### src/rtl/posc_pkg.sv
/*
 * shared constants of the pwm output stage controller: register map,
 * field positions, reset values, mode codes and timing.
 * assumes a 100 MHz system clock and an axi4-lite master on the bus side.
 */
package posc_pkg;
	// pwm resolution and the mid-supply bias duty
	localparam int DUTY_W = 8;
	localparam logic [7:0] DUTY_HALF = 8'h80;
	localparam logic [7:0] DUTY_ZERO = 8'h00;
	localparam logic [7:0] DUTY_TOP = 8'hFF;

	// register map, byte addresses
	localparam int ADDR_W = 4;
	localparam logic [3:0] OFF_POWER = 4'h0;
	localparam logic [3:0] OFF_OUTCFG = 4'h4;
	localparam logic [3:0] OFF_VOLUME = 4'h8;
	localparam logic [3:0] OFF_STATUS = 4'hC;

	// field positions
	localparam int PWR_GPD_BIT = 0;
	localparam int PWR_PPD_LSB = 1;
	localparam int CFG_SEL_LSB = 0;
	localparam int CFG_MAP_LSB = 2;
	localparam int CFG_SPD_LSB = 4;
	localparam int CFG_DRV_BIT = 6;
	localparam int CFG_XOV_BIT = 7;

	// output configuration codes
	localparam logic [1:0] CFG_STEREO_FB = 2'h0;
	localparam logic [1:0] CFG_HB_SUB = 2'h1;
	localparam logic [1:0] CFG_PARALLEL = 2'h2;
	localparam logic [1:0] CFG_RSVD = 2'h3;

	// logic-level output mapping codes
	localparam logic [1:0] MAP_OFF = 2'h0;
	localparam logic [1:0] MAP_CH1_CH2 = 2'h1;
	localparam logic [1:0] MAP_CH1_SUB = 2'h2;
	localparam logic [1:0] MAP_CH2_SUB = 2'h3;

	// ramp speed code that means instant transitions
	localparam logic [1:0] SPD_OFF = 2'h3;
	localparam logic [7:0] VOL_MUTE = 8'hFF;

	// reset values
	localparam logic RST_GPD = 1'b1;
	localparam logic [3:0] RST_PPD = 4'h0;
	localparam logic [1:0] RST_CFG = CFG_STEREO_FB;
	localparam logic [1:0] RST_MAP = MAP_OFF;
	localparam logic [1:0] RST_SPD = SPD_OFF;
	localparam logic RST_DRV = 1'b0;
	localparam logic RST_XOV = 1'b0;
	localparam logic [7:0] RST_VOL = 8'h00;

	// axi responses
	localparam logic [1:0] RESP_OKAY = 2'h0;
	localparam logic [1:0] RESP_SLVERR = 2'h2;

	// timing
	localparam int CLK_PERIOD_NS = 10;
	localparam int CYC_PER_MS = 1000000 / CLK_PERIOD_NS;
	localparam int RAMP_STEPS = 128;
	localparam int RAMP_TIME_MS_00 = 2160;
	localparam int RAMP_TIME_MS_01 = 2200;
	localparam int RAMP_TIME_MS_10 = 2200;
	localparam logic [2:0] STARTUP_PERIODS = 3'h4;
endpackage

### src/rtl/posc_modulator.sv
/*
 * one pwm modulator: compares the shared period count with a duty value
 * latched at the start of each period.
 * assumes count wraps through 0 once per pwm period on the same clock.
 */
`timescale 1ns/1ps
module posc_modulator import posc_pkg::*; #(
	parameter int W = DUTY_W
) (
	input wire logic clk,
	input wire logic reset,
	input wire logic run,
	input wire logic [W-1:0] count,
	input wire logic [W-1:0] duty,
	output logic pwm
);
	typedef struct packed {
		logic [W-1:0] duty_l;
		logic pwm;
	} posc_mod_type;

	posc_mod_type r;
	posc_mod_type next_r;
	logic [W-1:0] cur_duty;

	// duty only changes at a period boundary, so no runt pulses appear
	always_comb begin
		next_r = r;
		cur_duty = (count == '0) ? duty : r.duty_l;
		if (count == '0) begin
			next_r.duty_l = duty;
		end
		next_r.pwm = run && (count < cur_duty);
	end

	always_ff @(posedge clk) begin
		if (reset) begin
			r <= '0;
		end else begin
			r <= next_r;
		end
	end

	assign pwm = r.pwm;
endmodule

### src/rtl/posc_ramp.sv
/*
 * linear ramp of one powered output between zero and the bias duty.
 * assumes step is a one-cycle pulse from the shared ramp timer.
 */
`timescale 1ns/1ps
module posc_ramp import posc_pkg::*; #(
	parameter int W = DUTY_W,
	parameter logic [W-1:0] BIAS = DUTY_HALF
) (
	input wire logic clk,
	input wire logic reset,
	input wire logic target_on,
	input wire logic instant,
	input wire logic step,
	output logic [W-1:0] level,
	output logic at_bias,
	output logic at_zero
);
	typedef struct packed {
		logic [W-1:0] level;
		logic at_bias;
		logic at_zero;
	} posc_ramp_type;

	posc_ramp_type r;
	posc_ramp_type next_r;

	// one step per timer pulse; instant mode jumps straight to the end
	always_comb begin
		next_r = r;
		if (instant) begin
			next_r.level = target_on ? BIAS : '0;
		end else if (step && target_on && r.level < BIAS) begin
			next_r.level = r.level + 1'b1;
		end else if (step && !target_on && r.level != '0) begin
			next_r.level = r.level - 1'b1;
		end
		next_r.at_bias = (next_r.level == BIAS);
		next_r.at_zero = (next_r.level == '0);
	end

	always_ff @(posedge clk) begin
		if (reset) begin
			r <= '{level: '0, at_bias: 1'b0, at_zero: 1'b1};
		end else begin
			r <= next_r;
		end
	end

	assign level = r.level;
	assign at_bias = r.at_bias;
	assign at_zero = r.at_zero;
endmodule

### src/rtl/posc_top.sv
/*
 * pwm output stage controller: axi4-lite registers, routing of channels
 * onto four powered pins and two logic-level pins, pop-suppression ramps,
 * mute and power-down handling.
 * assumes audio duty words arrive on clk; in_a is an asynchronous pin.
 */

`timescale 1ns/1ps
module posc_top import posc_pkg::*; #(
	parameter int RAMP_STEP_CYC_00 = RAMP_TIME_MS_00 * CYC_PER_MS / RAMP_STEPS,
	parameter int RAMP_STEP_CYC_01 = RAMP_TIME_MS_01 * CYC_PER_MS / RAMP_STEPS,
	parameter int RAMP_STEP_CYC_10 = RAMP_TIME_MS_10 * CYC_PER_MS / RAMP_STEPS
) (
	input wire logic clk,
	input wire logic reset,
	input wire logic [ADDR_W-1:0] s_axi_awaddr,
	input wire logic s_axi_awvalid,
	output logic s_axi_awready,
	input wire logic [31:0] s_axi_wdata,
	input wire logic [3:0] s_axi_wstrb,
	input wire logic s_axi_wvalid,
	output logic s_axi_wready,
	output logic [1:0] s_axi_bresp,
	output logic s_axi_bvalid,
	input wire logic s_axi_bready,
	input wire logic [ADDR_W-1:0] s_axi_araddr,
	input wire logic s_axi_arvalid,
	output logic s_axi_arready,
	output logic [31:0] s_axi_rdata,
	output logic [1:0] s_axi_rresp,
	output logic s_axi_rvalid,
	input wire logic s_axi_rready,
	input wire logic [DUTY_W-1:0] ch_a_duty,
	input wire logic [DUTY_W-1:0] ch_b_duty,
	input wire logic [DUTY_W-1:0] sub_duty,
	input wire logic [DUTY_W-1:0] xover_hp_duty,
	input wire logic [DUTY_W-1:0] xover_lp_duty,
	input wire logic in_a,
	output logic power_out_a,
	output logic power_out_b,
	output logic power_out_c,
	output logic power_out_d,
	output logic logic_pwm_power_out_a,
	output logic logic_pwm_power_out_a_oe,
	output logic logic_pwm_power_out_b,
	output logic logic_pwm_power_out_b_oe
);
	typedef struct packed {
		logic aw_have;
		logic [ADDR_W-1:0] aw_addr;
		logic w_have;
		logic [31:0] wdata;
		logic [3:0] wstrb;
		logic awready;
		logic wready;
		logic bvalid;
		logic [1:0] bresp;
		logic arready;
		logic rvalid;
		logic [31:0] rdata;
		logic [1:0] rresp;
		logic global_powerdown;
		logic [3:0] per_output_powerdown;
		logic [1:0] output_config_sel;
		logic [1:0] logic_pwm_map_sel;
		logic [1:0] ramp_speed;
		logic logic_pwm_driver_en;
		logic xover_en;
		logic [7:0] volume;
		logic [DUTY_W-1:0] count;
		logic [31:0] tick_cnt;
		logic mute_s1;
		logic mute_s2;
		logic [2:0] start_cnt;
		logic lout1;
		logic lout2;
		logic loe1;
		logic loe2;
	} posc_state_type;

	posc_state_type r;
	posc_state_type next_r;

	logic [DUTY_W-1:0] ch1;
	logic [DUTY_W-1:0] ch2;
	logic [DUTY_W-1:0] aud [4];
	logic [DUTY_W-1:0] pin_duty [4];
	logic [DUTY_W-1:0] level [4];
	logic [3:0] at_bias;
	logic [3:0] at_zero;
	logic [3:0] pin_pwm;
	logic [DUTY_W-1:0] ldutyA;
	logic [DUTY_W-1:0] ldutyB;
	logic lpwm1;
	logic lpwm2;
	logic mute;
	logic step;
	logic instant;
	logic lrun;
	logic [31:0] step_cyc;
	logic [31:0] status;

	// channel sources follow the processing path in use
	assign ch1 = r.xover_en ? xover_hp_duty : ch_a_duty;
	assign ch2 = r.xover_en ? xover_lp_duty : ch_b_duty;
	assign mute = (r.volume == VOL_MUTE) || r.mute_s2;
	assign instant = (r.ramp_speed == SPD_OFF);

	// one speed code picks the step interval shared by all four ramps
	always_comb begin
		unique case (r.ramp_speed)
			2'h0: step_cyc = 32'(RAMP_STEP_CYC_00);
			2'h1: step_cyc = 32'(RAMP_STEP_CYC_01);
			2'h2: step_cyc = 32'(RAMP_STEP_CYC_10);
			2'h3: step_cyc = 32'h1;
		endcase
	end
	assign step = (r.tick_cnt >= step_cyc - 32'h1);

	// pin mapping of the powered outputs; mute idles them at bias
	always_comb begin
		logic [DUTY_W-1:0] c1;
		logic [DUTY_W-1:0] c2;
		logic [DUTY_W-1:0] sb;
		c1 = mute ? DUTY_HALF : ch1;
		c2 = mute ? DUTY_HALF : ch2;
		sb = mute ? DUTY_HALF : sub_duty;
		unique case (r.output_config_sel)
			CFG_HB_SUB: begin
				aud[0] = c1;
				aud[1] = c2;
				aud[2] = sb;
				aud[3] = ~sb;
			end
			CFG_PARALLEL: begin
				aud[0] = c1;
				aud[1] = c1;
				aud[2] = ~c1;
				aud[3] = ~c1;
			end
			default: begin
				aud[0] = c1;
				aud[1] = ~c1;
				aud[2] = c2;
				aud[3] = ~c2;
			end
		endcase
	end

	// each powered pin ramps on its own power bits, at the shared speed
	for (genvar i = 0; i < 4; i++) begin : g_pin
		posc_ramp #(.W(DUTY_W), .BIAS(DUTY_HALF)) u_ramp (
			.clk(clk),
			.reset(reset),
			.target_on(!r.global_powerdown && !r.per_output_powerdown[i]),
			.instant(instant),
			.step(step),
			.level(level[i]),
			.at_bias(at_bias[i]),
			.at_zero(at_zero[i])
		);
		// audio passes only once the pin sits at bias
		assign pin_duty[i] = at_bias[i] ? aud[i] : level[i];
		// a pin that ramped to zero has its modulator stopped
		posc_modulator #(.W(DUTY_W)) u_mod (
			.clk(clk),
			.reset(reset),
			.run(!at_zero[i]),
			.count(r.count),
			.duty(pin_duty[i]),
			.pwm(pin_pwm[i])
		);
	end

	assign power_out_a = pin_pwm[0];
	assign power_out_b = pin_pwm[1];
	assign power_out_c = pin_pwm[2];
	assign power_out_d = pin_pwm[3];

	// logic-level sources; no ramp here, only mute and start-up idle
	always_comb begin
		unique case (r.logic_pwm_map_sel)
			MAP_CH1_CH2: begin
				ldutyA = ch1;
				ldutyB = ch2;
			end
			MAP_CH1_SUB: begin
				ldutyA = ch1;
				ldutyB = sub_duty;
			end
			MAP_CH2_SUB: begin
				ldutyA = ch2;
				ldutyB = sub_duty;
			end
			MAP_OFF: begin
				ldutyA = DUTY_ZERO;
				ldutyB = DUTY_ZERO;
			end
		endcase
		if (mute || r.start_cnt != 3'h0) begin
			ldutyA = DUTY_HALF;
			ldutyB = DUTY_HALF;
		end
	end
	assign lrun = !r.global_powerdown && (r.logic_pwm_map_sel != MAP_OFF);

	// logic-level modulators ignore the ramp entirely
	posc_modulator #(.W(DUTY_W)) u_lmod1 (
		.clk(clk),
		.reset(reset),
		.run(lrun),
		.count(r.count),
		.duty(ldutyA),
		.pwm(lpwm1)
	);
	posc_modulator #(.W(DUTY_W)) u_lmod2 (
		.clk(clk),
		.reset(reset),
		.run(lrun),
		.count(r.count),
		.duty(ldutyB),
		.pwm(lpwm2)
	);

	assign status = {22'h0, lrun, mute, at_zero, at_bias};

	// bus slave, control registers, timers and the pin synchroniser
	always_comb begin
		next_r = r;
		next_r.mute_s1 = in_a;
		next_r.mute_s2 = r.mute_s1;
		next_r.count = r.count + 1'b1;
		next_r.tick_cnt = step ? 32'h0 : r.tick_cnt + 32'h1;
		// idle periods after leaving power-down, counted at wraps
		if (r.global_powerdown) begin
			next_r.start_cnt = STARTUP_PERIODS;
		end else if (r.count == DUTY_TOP && r.start_cnt != 3'h0) begin
			next_r.start_cnt = r.start_cnt - 3'h1;
		end
		// write address and data are taken independently
		if (r.awready && s_axi_awvalid) begin
			next_r.aw_have = 1'b1;
			next_r.aw_addr = s_axi_awaddr;
		end
		if (r.wready && s_axi_wvalid) begin
			next_r.w_have = 1'b1;
			next_r.wdata = s_axi_wdata;
			next_r.wstrb = s_axi_wstrb;
		end
		if (r.bvalid && s_axi_bready) begin
			next_r.bvalid = 1'b0;
		end
		if (r.aw_have && r.w_have && !r.bvalid) begin
			next_r.aw_have = 1'b0;
			next_r.w_have = 1'b0;
			next_r.bvalid = 1'b1;
			next_r.bresp = RESP_OKAY;
			unique case (r.aw_addr)
				OFF_POWER: begin
					if (r.wstrb[0]) begin
						next_r.global_powerdown = r.wdata[PWR_GPD_BIT];
						next_r.per_output_powerdown = r.wdata[PWR_PPD_LSB +: 4];
					end
				end
				OFF_OUTCFG: begin
					if (r.wstrb[0]) begin
						// lock while running; reserved code never lands
						if (r.global_powerdown &&
								r.wdata[CFG_SEL_LSB +: 2] != CFG_RSVD) begin
							next_r.output_config_sel = r.wdata[CFG_SEL_LSB +: 2];
						end
						next_r.logic_pwm_map_sel = r.wdata[CFG_MAP_LSB +: 2];
						next_r.ramp_speed = r.wdata[CFG_SPD_LSB +: 2];
						next_r.logic_pwm_driver_en = r.wdata[CFG_DRV_BIT];
						next_r.xover_en = r.wdata[CFG_XOV_BIT];
					end
				end
				OFF_VOLUME: begin
					if (r.wstrb[0]) begin
						next_r.volume = r.wdata[7:0];
					end
				end
				OFF_STATUS: begin
				end
				default: begin
					next_r.bresp = RESP_SLVERR;
				end
			endcase
		end
		next_r.awready = !next_r.aw_have;
		next_r.wready = !next_r.w_have;
		// read path: one outstanding read, data registered
		if (r.rvalid && s_axi_rready) begin
			next_r.rvalid = 1'b0;
		end
		if (r.arready && s_axi_arvalid) begin
			next_r.rvalid = 1'b1;
			next_r.rresp = RESP_OKAY;
			unique case (s_axi_araddr)
				OFF_POWER: next_r.rdata = {27'h0, r.per_output_powerdown,
					r.global_powerdown};
				OFF_OUTCFG: next_r.rdata = {24'h0, r.xover_en,
					r.logic_pwm_driver_en, r.ramp_speed,
					r.logic_pwm_map_sel, r.output_config_sel};
				OFF_VOLUME: next_r.rdata = {24'h0, r.volume};
				OFF_STATUS: next_r.rdata = status;
				default: begin
					next_r.rdata = 32'h0;
					next_r.rresp = RESP_SLVERR;
				end
			endcase
		end
		next_r.arready = !next_r.rvalid;
		// drivers float until enabled; power-down forces a low level
		next_r.loe1 = r.logic_pwm_driver_en;
		next_r.loe2 = r.logic_pwm_driver_en;
		next_r.lout1 = lrun && lpwm1;
		next_r.lout2 = lrun && lpwm2;
	end

	always_ff @(posedge clk) begin
		if (reset) begin
			r <= '0;
			r.global_powerdown <= RST_GPD;
			r.per_output_powerdown <= RST_PPD;
			r.output_config_sel <= RST_CFG;
			r.logic_pwm_map_sel <= RST_MAP;
			r.ramp_speed <= RST_SPD;
			r.logic_pwm_driver_en <= RST_DRV;
			r.xover_en <= RST_XOV;
			r.volume <= RST_VOL;
			r.start_cnt <= STARTUP_PERIODS;
		end else begin
			r <= next_r;
		end
	end

	assign s_axi_awready = r.awready;
	assign s_axi_wready = r.wready;
	assign s_axi_bvalid = r.bvalid;
	assign s_axi_bresp = r.bresp;
	assign s_axi_arready = r.arready;
	assign s_axi_rvalid = r.rvalid;
	assign s_axi_rdata = r.rdata;
	assign s_axi_rresp = r.rresp;
	assign logic_pwm_power_out_a = r.lout1;
	assign logic_pwm_power_out_b = r.lout2;
	assign logic_pwm_power_out_a_oe = r.loe1;
	assign logic_pwm_power_out_b_oe = r.loe2;

	// checks
	a_cfg_locked: assert property (@(posedge clk) disable iff (reset)
		!r.global_powerdown |=> $stable(r.output_config_sel))
		else $error("output config changed while running");
	a_cfg_legal: assert property (@(posedge clk) disable iff (reset)
		r.output_config_sel != CFG_RSVD)
		else $error("reserved output config accepted");
	a_ramp_instant: assert property (@(posedge clk) disable iff (reset)
		instant |=> (level[0] == DUTY_ZERO || level[0] == DUTY_HALF) &&
			(level[3] == DUTY_ZERO || level[3] == DUTY_HALF))
		else $error("ramp not instant with speed code 11");
	a_ramp_linear: assert property (@(posedge clk) disable iff (reset)
		!instant && !step |=> $stable(level[1]))
		else $error("ramp moved without a step");
	a_logic_hiz: assert property (@(posedge clk) disable iff (reset)
		!r.logic_pwm_driver_en |=> !logic_pwm_power_out_a_oe && !logic_pwm_power_out_b_oe)
		else $error("logic driver enabled while disabled");
	a_pd_low: assert property (@(posedge clk) disable iff (reset)
		r.global_powerdown |=> ##1 !logic_pwm_power_out_a && !logic_pwm_power_out_b)
		else $error("logic output high in power-down");
	a_mod_stop: assert property (@(posedge clk) disable iff (reset)
		r.global_powerdown && (&at_zero) |=> !power_out_a && !power_out_b
			&& !power_out_c && !power_out_d)
		else $error("powered modulator running in power-down");
	a_mute_half: assert property (@(posedge clk) disable iff (reset)
		mute && r.logic_pwm_map_sel != MAP_OFF |->
			ldutyA == DUTY_HALF && ldutyB == DUTY_HALF)
		else $error("mute did not give half duty");
	a_route_sub: assert property (@(posedge clk) disable iff (reset)
		r.output_config_sel == CFG_HB_SUB && at_bias[2] && !mute |->
			pin_duty[2] == sub_duty && pin_duty[3] == ~sub_duty)
		else $error("sub not on pins c and d");
	a_xover_src: assert property (@(posedge clk) disable iff (reset)
		r.xover_en |-> ch1 == xover_hp_duty && ch2 == xover_lp_duty)
		else $error("crossover outputs not routed");
endmodule

### config.mk
export PLATFORM = sky130hd
export DESIGN_NAME = posc_top
export DESIGN_NICKNAME = d
export VERILOG_FILES = /design/src/rtl/posc_pkg.sv /design/src/rtl/posc_modulator.sv /design/src/rtl/posc_ramp.sv /design/src/rtl/posc_top.sv
export SDC_FILE = /design/constraint.sdc
export NUM_CORES = 1
export LEC_CHECK = 0
export BUFFER_PORTS_ARGS = -buffer_cell sky130_fd_sc_hd__buf_4
export CAP_MARGIN = 40
export CORE_MARGIN = 2
export CORE_UTILIZATION = 45
export CTS_CLUSTER_DIAMETER = 150
export CTS_CLUSTER_SIZE = 40
export DETAILED_ROUTE_END_ITERATION = 10
export PLACE_DENSITY = 0.64
export SYNTH_ARGS = -nofsm -noshare
export SYNTH_HDL_FRONTEND = slang
export SYNTH_SLANG_ARGS = --single-unit
### constraint.sdc
create_clock -name clk -period 4.9 [get_ports clk]
set_input_delay 0.98 -clock clk [delete_from_list [all_inputs] [get_ports clk]]
set_output_delay 0.98 -clock clk [all_outputs]
set_load 0.01 [all_outputs]
==> results of run 1 <==
-- cells by family (layout without fill, tap and decap cells) --
family	count (synthesis)	in the layout	synth area share (%)
AO/OA/AOI/OAI	319	319	18.52
XOR/XNOR	40	40	3.074
adder cells (fa/ha/maj)	91	91	9.990
buffers and inverters	146	176	6.312
flip-flops	195	195	34.25
multiplexers	65	65	6.466
other	2	37	0.06589
AND/OR/NAND/NOR	503	503	21.32
-- where the power goes --
group,internal [uW],total [uW],switching [uW],leakage [uW]
Clock,788,1490,703,0.000305
Sequential,1610,1630,23.7,0.00158
Combinational,123,294,171,0.00325
-- synth_stat cells, drive strengths merged (4+ instances only) --
master   instances  share of area, %
a2111oi          4              0.36
a211o            8              0.61
a211oi          23               1.6
a21boi           4              0.26
a21o            15              0.99
a21oi          103               4.5
a221o            4              0.35
a221oi           7              0.54
a22oi           24               1.6
a31oi           10              0.55
a41oi            5              0.38
and2             9              0.49
and3            15              0.87
and4            11              0.85
buf             57               3.4
clkbuf          51               1.7
dfxtp          195                34
ha              91                10
inv             38               1.3
mux2            19               1.9
mux2i           41               3.6
mux4             5              0.99
nand2           94               3.1
nand2b          11              0.60
nand3           39               1.7
nand4           18              0.99
nor2           206               6.8
nor2b           17              0.93
nor3            34               1.5
nor3b            5              0.37
nor4            10              0.90
o211ai          13              0.86
o21a             6              0.40
o21ai           52               2.3
o221ai           4              0.31
o31ai            8              0.61
or2              5              0.30
or3             17              0.93
or4              4              0.26
xnor2           25               1.9
xor2            15               1.2
-- final timing paths --
path | endpoint | slack [ns] | cells after the start | start
setup / recovery | g_pin[2].u_mod.pwm$_SDFF_PP0_ | 0.93 | 13 | r[57]$_SDFFE_PP0P_
hold / removal | logic_pwm_power_out_a$_SDFF_PP0_ | 0.43 | 1 | u_lmod1.pwm$_SDFF_PP0_
setup reg to reg | g_pin[2].u_mod.pwm$_SDFF_PP0_ | 0.93 | 13 | r[57]$_SDFFE_PP0P_
hold reg to reg | logic_pwm_power_out_a$_SDFF_PP0_ | 0.43 | 1 | u_lmod1.pwm$_SDFF_PP0_
-- final cells by class --
type	count	area (sq um)
clock buffers	18	429.2
clock inverters	14	211.5
fillers	2444	12170
inverters	38	142.6
multi-input cells	1055	6918
flip-flops and latches	195	3904
well taps	330	412.9
repair buffers	106	850.8
-- worst reg2reg max path: stages (launching register included) --
cell	delay, ns
dfxtp_1	0.72
buf_4	0.29
mux2i_1	0.11
a211oi_1	0.59
nor2_1	0.15
a21o_1	0.19
o211ai_1	0.16
a21oi_1	0.09
a21oi_1	0.22
ha_1	0.28
and4_1	0.17
a2111oi_0	0.52
nand2_1	0.14
a41oi_1	0.25
-- flip-flops by register name (all words and copies together) (netlist names), 2 cells and up --
name / cells
g_pin.u_mod.pwm: 4
g_pin.u_mod.r: 32
g_pin.u_ramp.at_bias: 4
g_pin.u_ramp.at_zero: 4
g_pin.u_ramp.level: 32
next_r: 2
r: 79
s_axi_rdata: 10
u_lmod1.r: 8
u_lmod2.r: 8
-- metal layers --
| layer | vias to the layer above | GRT usage, % |
|---|---|---|
| met4 | 0 | 6.356 |
| met3 | 36 | 3.377 |
| met5 | - | 0 |
| met1 | 4729 | 32.95 |
| li1 | 4926 | - |
| met2 | 335 | 36.67 |
-- metrics by stage --
| step | worst slack (ns) | power (uW) |
|---|---|---|
| 2_1_floorplan | 1.653 | 1858 |
| 3_3_place_gp | 1.033 | 1948 |
| 3_5_place_dp | 0.9762 | 1962 |
| 4_1_cts | 0.9554 | 3445 |
| 5_1_grt | 0.6943 | 3538 |
| 6_report | 0.9316 | 3420 |
==> reports/qor.log, run 1 <==
qor: status.outcome complete, no violations
qor: clocking.cts-buffers-inserted 17
qor: clocking.clk_latency 0.45 ns
qor: route.postRouteWirelength 31,000 um
qor: logic_synthesis.most_used_dff_post_synth dfxtp_1
qor: layout.drive_gt1_share 13.18%
qor: layout.final_area 12,870 sq um
qor: worst_setup_path.cpMostUsedCell a21oi_1
qor: clocking.cts-resized-gates 0
qor: global_routing.antenna_found_initial 0
qor: die.initial_core_util 45.52%
qor: layout.final_core_utilization 51.40%
qor: die.overall_die_width 163.1 um
qor: min_path.timing.hold.worst.class reg -> reg
qor: worst_setup_path.startpoint_type register
qor: route.drt_first_pass_iters 5
qor: die.ioPinCount 141
qor: clocking.post-cts-setup-buffers 0
qor: route.drc 0
qor: place.placed_area 12,230 sq um
qor: place.hpwl 22,440 um
qor: global_routing.grt_first_pass_wirelength 48,760 um
qor: sta.final_critical_path_share_of_the_clock_period 80.99%
qor: die.die_h 163.1 um
qor: die.rows 58
qor: sta.fmax 0.2520 GHz
qor: layout.area_delta_synth_final 12.91%
qor: logic_synthesis.ys_seq_elements 195
qor: sta.fin_worst_hold_slack 0.4342 ns
qor: layout.fin_cells 1,756
qor: worst_setup_path.worstSetupPathType reg -> reg
qor: sta.rsz_0062_raised_after_global_routing false
qor: logic_synthesis.post_synthesis_cell_area 11,400 sq um
qor: place.cell_count_post_placement 1,724
qor: worst_setup_path.worst-endpoint-required 5.25 ns
qor: worst_setup_path.critical-path-slowest-cell dfxtp_1
qor: clocking.cts.root.buffer_cell clkbuf_16
qor: sta.timing_max_transition_violations_final 0
qor: global_routing.largest_net_degree_at_the_start_of_global_routing 86
qor: layout.layout_common_cells nor2_1, dfxtp_1, a21oi_1
qor: clocking.cts.clk_slew.worst_paths 0.08 ns
qor: pwr.cellPowerDensity 265.7 nW/um^2
qor: logic_synthesis.syn_inst 1,361
qor: pwr.total_leakage_power 0.005132 uW
qor: route.met3_length 2016 um
qor: route.topRoutingLayerUsed met4
qor: route.detail-route-antenna-nets 0
qor: worst_setup_path.worst-path-max-fanout 11
qor: worst_setup_path.worst-endpoint-arrival 4.31 ns
qor: sta.maxSlewHeadroom 42.60%
qor: clocking.htree_levels 4
qor: layout.num_antenna_cells 0
qor: worst_setup_path.slowest_stage_delay_on_critical_path 0.72 ns
qor: place.place.port_buffers 89
qor: route.detail_route.vias_per_cell 5.710
qor: clocking.cts_buffer_depth 2
qor: die.fp.coreArea 25,040 sq um
qor: logic_synthesis.seq_area_frac_synth 34.25%
qor: sta.finalWorstPathRequiredPeriod 3.968 ns
qor: sta.totalNegativeSetupSlack 0 ns
qor: worst_setup_path.worstPathBufferInverterCount 1
qor: clocking.postCtsHoldBufs 0
qor: worst_setup_path.worstSetupEndpointType register
qor: route.route.layer.met1.wl 14,590 um
qor: sta.setup-violations-final 0
qor: sta.worst_clock_skew 0.01448 ns
qor: die.die_area 26,620 sq um
qor: run.drv_cap 0
qor: logic_synthesis.async_flop_share 0%
qor: route.first_iter_violations 888
qor: layout.final_common_cell nor2_1
qor: logic_synthesis.synth_warnings 0
qor: route.num_vias 10,030
qor: route.wire_per_inst 17.65 um
qor: logic_synthesis.mean_instance_size_in_the_synthesized_netlist 8.374 sq um
qor: global_routing.vias_in_the_first_global_route 9,132
qor: logic_synthesis.netlist-cell-type-count 78
qor: worst_setup_path.cell_class_contributing_the_biggest_share_of_worst_path_delay compound AO/OA/AOI/OAI gates
qor: layout.finish.net_count 1,596
qor: clocking.tritoncts_clock_tree yes
qor: sta.slew_worst_pin 0.8582 ns
qor: global_routing.track_usage 23.20%
qor: sta.hold_violations 0
qor: worst_setup_path.crit_chain buf_4 > mux2i_1 > a211oi_1 > nor2_1 > a21o_1 > o211ai_1 > a21oi_1 > a21oi_1 > ha_1 > and4_1 > a2111oi_0 > nand2_1 > a41oi_1
qor: clocking.numClockSinks 195
qor: place.gpl.final_weighted_congestion 0.9249
qor: pwr.peakVddDrop 0.0002409 V
qor: global_routing.grt_overflow_total 0
qor: logic_synthesis.number_of_enable_type_register_cells_in_the_synthesized_netlist 0
qor: route.detailroute.wirelength.met2 13,950 um
No activity file was read; power rests on OpenSTA's default activity.
==> inputs of run 2 (changes only) <==
--- a/config.mk
+++ b/config.mk
@@ -12,7 +12,7 @@
 export CTS_CLUSTER_DIAMETER = 150
 export CTS_CLUSTER_SIZE = 40
 export DETAILED_ROUTE_END_ITERATION = 10
-export PLACE_DENSITY = 0.64
+export PLACE_DENSITY = 0.67
 export SYNTH_ARGS = -nofsm -noshare
 export SYNTH_HDL_FRONTEND = slang
 export SYNTH_SLANG_ARGS = --single-unit
==> constraint.sdc (replaced) <==
create_clock -name clk -period 3.2 [get_ports clk]
set_input_delay 0.64 -clock clk [delete_from_list [all_inputs] [get_ports clk]]
set_output_delay 0.64 -clock clk [all_outputs]
set_load 0.01 [all_outputs]
==> run 2 against run 1 <==
The flow now finishes with violations (setup timing). Total power rose by 53%. Clock skew is 0.0015 ns higher. Critical path depth increased by 1. Wire length rose by 3.6%. Design area is 6.9% higher. Hold slack lost 0.043 ns. Worst setup slack got worse by 0.95 ns. Final cell count up 5.0%. Non-clock buffer count is 87 higher.
==> reports/qor.log, run 2 (synthesis results as in run 1) <==
qor: global_routing.grt_first_pass_wirelength 51,330 um [+5.3%]
qor: route.first_iter_violations 736 [-17%]
qor: sta.timing_max_transition_violations_final 0 [unchanged]
qor: place.cell_count_post_placement 1,796 [+4.2%]
qor: status.failed_checks setup timing
qor: route.detail_route.vias_per_cell 5.625 [-1.5%]
qor: die.ioPinCount 141 [unchanged]
qor: sta.final_critical_path_share_of_the_clock_period 100.5% [+19 points]
qor: pwr.total_leakage_power 0.005579 uW [+8.7%]
qor: layout.area_delta_synth_final 20.68%
qor: route.postRouteWirelength 32,100 um [+3.6%]
qor: sta.final.setup.worst_slack -0.01491 ns [-0.9466 ns]
qor: clocking.cts.root.buffer_cell clkbuf_16
qor: clocking.cts_buffer_depth 2 [unchanged]
qor: clocking.numClockSinks 195 [unchanged]
qor: min_path.timing.hold.worst.class in -> reg
qor: run.drv_cap 0 [unchanged]
qor: global_routing.track_usage 24.37% [+1.2 points]
qor: route.drt_first_pass_iters 6 [+1]
qor: global_routing.grt_overflow_total 0 [unchanged]
qor: layout.final_common_cell nor2_1
qor: place.place.port_buffers 89 [unchanged]
qor: route.drc 0 [unchanged]
qor: sta.slew_worst_pin 0.7699 ns [-0.08833 ns]
qor: layout.num-fill-cells 2,307 [-5.6%]
qor: layout.layout_common_cells nor2_1, dfxtp_1, buf_4
qor: die.die_h 163.1 um [unchanged]
qor: status.outcome complete, but fails checks
qor: route.num_vias 10,370 [+3.5%]
qor: route.wire_per_inst 17.41 um [-1.4%]
qor: worst_setup_path.worst-endpoint-arrival 3.58 ns [-0.73 ns]
qor: layout.top_register r
qor: global_routing.largest_net_degree_at_the_start_of_global_routing 66 [-23%]
qor: pwr.cellPowerDensity 381.1 nW/um^2 [+43%]
qor: worst_setup_path.worst-path-max-fanout 6 [-5]
qor: route.detail-route-antenna-nets 0 [unchanged]
qor: die.overall_die_width 163.1 um [unchanged]
qor: sta.totalNegativeSetupSlack -0.01491 ns [-0.01491 ns]
qor: pwr.peakVddDrop 0.0003637 V [+51%]
qor: layout.num_antenna_cells 0 [unchanged]
qor: clocking.cts-buffers-inserted 17 [unchanged]
qor: worst_setup_path.worst-endpoint-required 3.57 ns [-1.68 ns]
qor: die.fp.coreArea 25,040 sq um [unchanged]
qor: clocking.cts.clk_slew.worst_paths 0.09 ns [about the same]
qor: worst_setup_path.worstSetupEndpointType register
qor: worst_setup_path.worstSetupPathType reg -> reg
qor: place.gpl.final_weighted_congestion 0.9555 [+3.3%]
qor: place.hpwl 23,450 um [+4.5%]
qor: global_routing.antenna_found_initial 1 [+1]
qor: clocking.clk_latency 0.46 ns [about the same]
qor: sta.fmax 0.3111 GHz [+23%]
qor: sta.setup-violations-final 1 [+1]
qor: layout.finish.net_count 1,684 [+5.5%]
qor: die.die_area 26,620 sq um [unchanged]
qor: clocking.tritoncts_clock_tree yes
qor: sta.hold_violations 0 [unchanged]
qor: layout.drive_gt1_share 21.27% [+8.1 points]
qor: worst_setup_path.startpoint_type register
qor: layout.fin_cells 1,844 [+5.0%]
qor: die.initial_core_util 45.52% [unchanged]
qor: sta.maxSlewHeadroom 48.67% [+6.1 points]
qor: sta.worst_clock_skew 0.01594 ns [+0.001456 ns]
qor: sta.finalWorstPathRequiredPeriod 3.215 ns [-0.7534 ns]
qor: clocking.htree_levels 4 [unchanged]
qor: layout.largest_reg_flops 79 [unchanged]
qor: die.rows 58 [unchanged]
qor: global_routing.vias_in_the_first_global_route 9,801 [+7.3%]
qor: sta.rsz_0062_raised_after_global_routing true
## run 2: cell count changes in the layout (fill, tap and decap cells not counted), moves of 5 or more
| cell | change |
|---|---|
| buf_4 | +86 |
| a21oi_1 | -6 |
| dfxtp_1 | -5 |
| dfxtp_2 | +5 |
| ha_1 | -5 |
## run 2: final cells by class
| type | instances | area (sq um) | area share [%] |
|---|---|---|---|
| flip-flops and latches | 195 | 3910 | 28.43 |
| repair buffers | 193 | 1493 | 10.85 |
| clock buffers | 17 | 425.4 | 3.093 |
| multi-input cells | 1056 | 7173 | 52.15 |
| inverters | 38 | 147.6 | 1.073 |
| clock inverters | 15 | 192.7 | 1.401 |
| well taps | 330 | 412.9 | 3.002 |
## run 2: final timing paths
kind                              from                            endpoint  slack (ns)  depth (start not counted)
setup / recovery    r[60]$_SDFFE_PP1P_  g_pin[2].u_ramp.at_zero$_SDFF_PP1_       -0.01                         14
hold / removal                    in_a                next_r[7]$_SDFF_PP0_        0.39                          2
setup reg to reg    r[60]$_SDFFE_PP1P_  g_pin[2].u_ramp.at_zero$_SDFF_PP1_       -0.01                         14
hold reg to reg   next_r[7]$_SDFF_PP0_                     r[7]$_SDFF_PP0_        0.44                          1
## run 2: worst max-delay path, stage by stage, from the launching register on
cell and delay (ns):
dfxtp_2 0.35, inv_2 0.05, ha_4 0.26, inv_4 0.04, ha_4 0.25, nand4_1 0.11
or2_4 0.29, nor4_4 0.35, a211oi_4 0.17, buf_12 0.17, buf_8 0.11, or4b_4 0.48
o311a_4 0.15, nand3b_1 0.16, o211ai_1 0.18
## run 2: per-layer routing
metal	track usage, %	wire length, um	vias to the layer above
li1	-	-	5087
met1	33.71	14900	4937
met2	39.14	14840	310
met3	4.266	1894	38
met4	6.516	465	0
met5	0	0	-
## run 2: report_power, final
group	internal, uW	leakage (uW)	total [uW]	switching, uW
Clock	1080	0.000296	2260	1170
Combinational	206	0.00370	496	290
Sequential	2470	0.00158	2490	23.5
Total	3760	0.00558	5240	1490
## run 2: timing repair
item                                    in CTS  in global routing
pin swaps                                    4                 23
gates resized for setup                      5                 58
setup buffers                                8                  7
endpoints found under the setup margin      11                 15
gates cloned                                 1                  0
hold buffers                                 0                  0
## run 2: stage by stage
stage / util (%) / instance area, sq um / power (uW) / worst slack [ns] / hold WS [ns]
floorplan: - / 11530 / 2845 / 0.09279 / 0.4057
global placement: 50.88 / 12740 / 3010 / -0.1701 / 0.4100
detailed placement: 50.88 / 12740 / 3020 / -0.2067 / 0.4218
CTS: 53.73 / 13450 / 5257 / -0.02015 / 0.3827
global route: 54.94 / 13750 / 5423 / -0.1618 / 0.3881
finish: 54.94 / 13750 / 5242 / -0.01491 / 0.3909
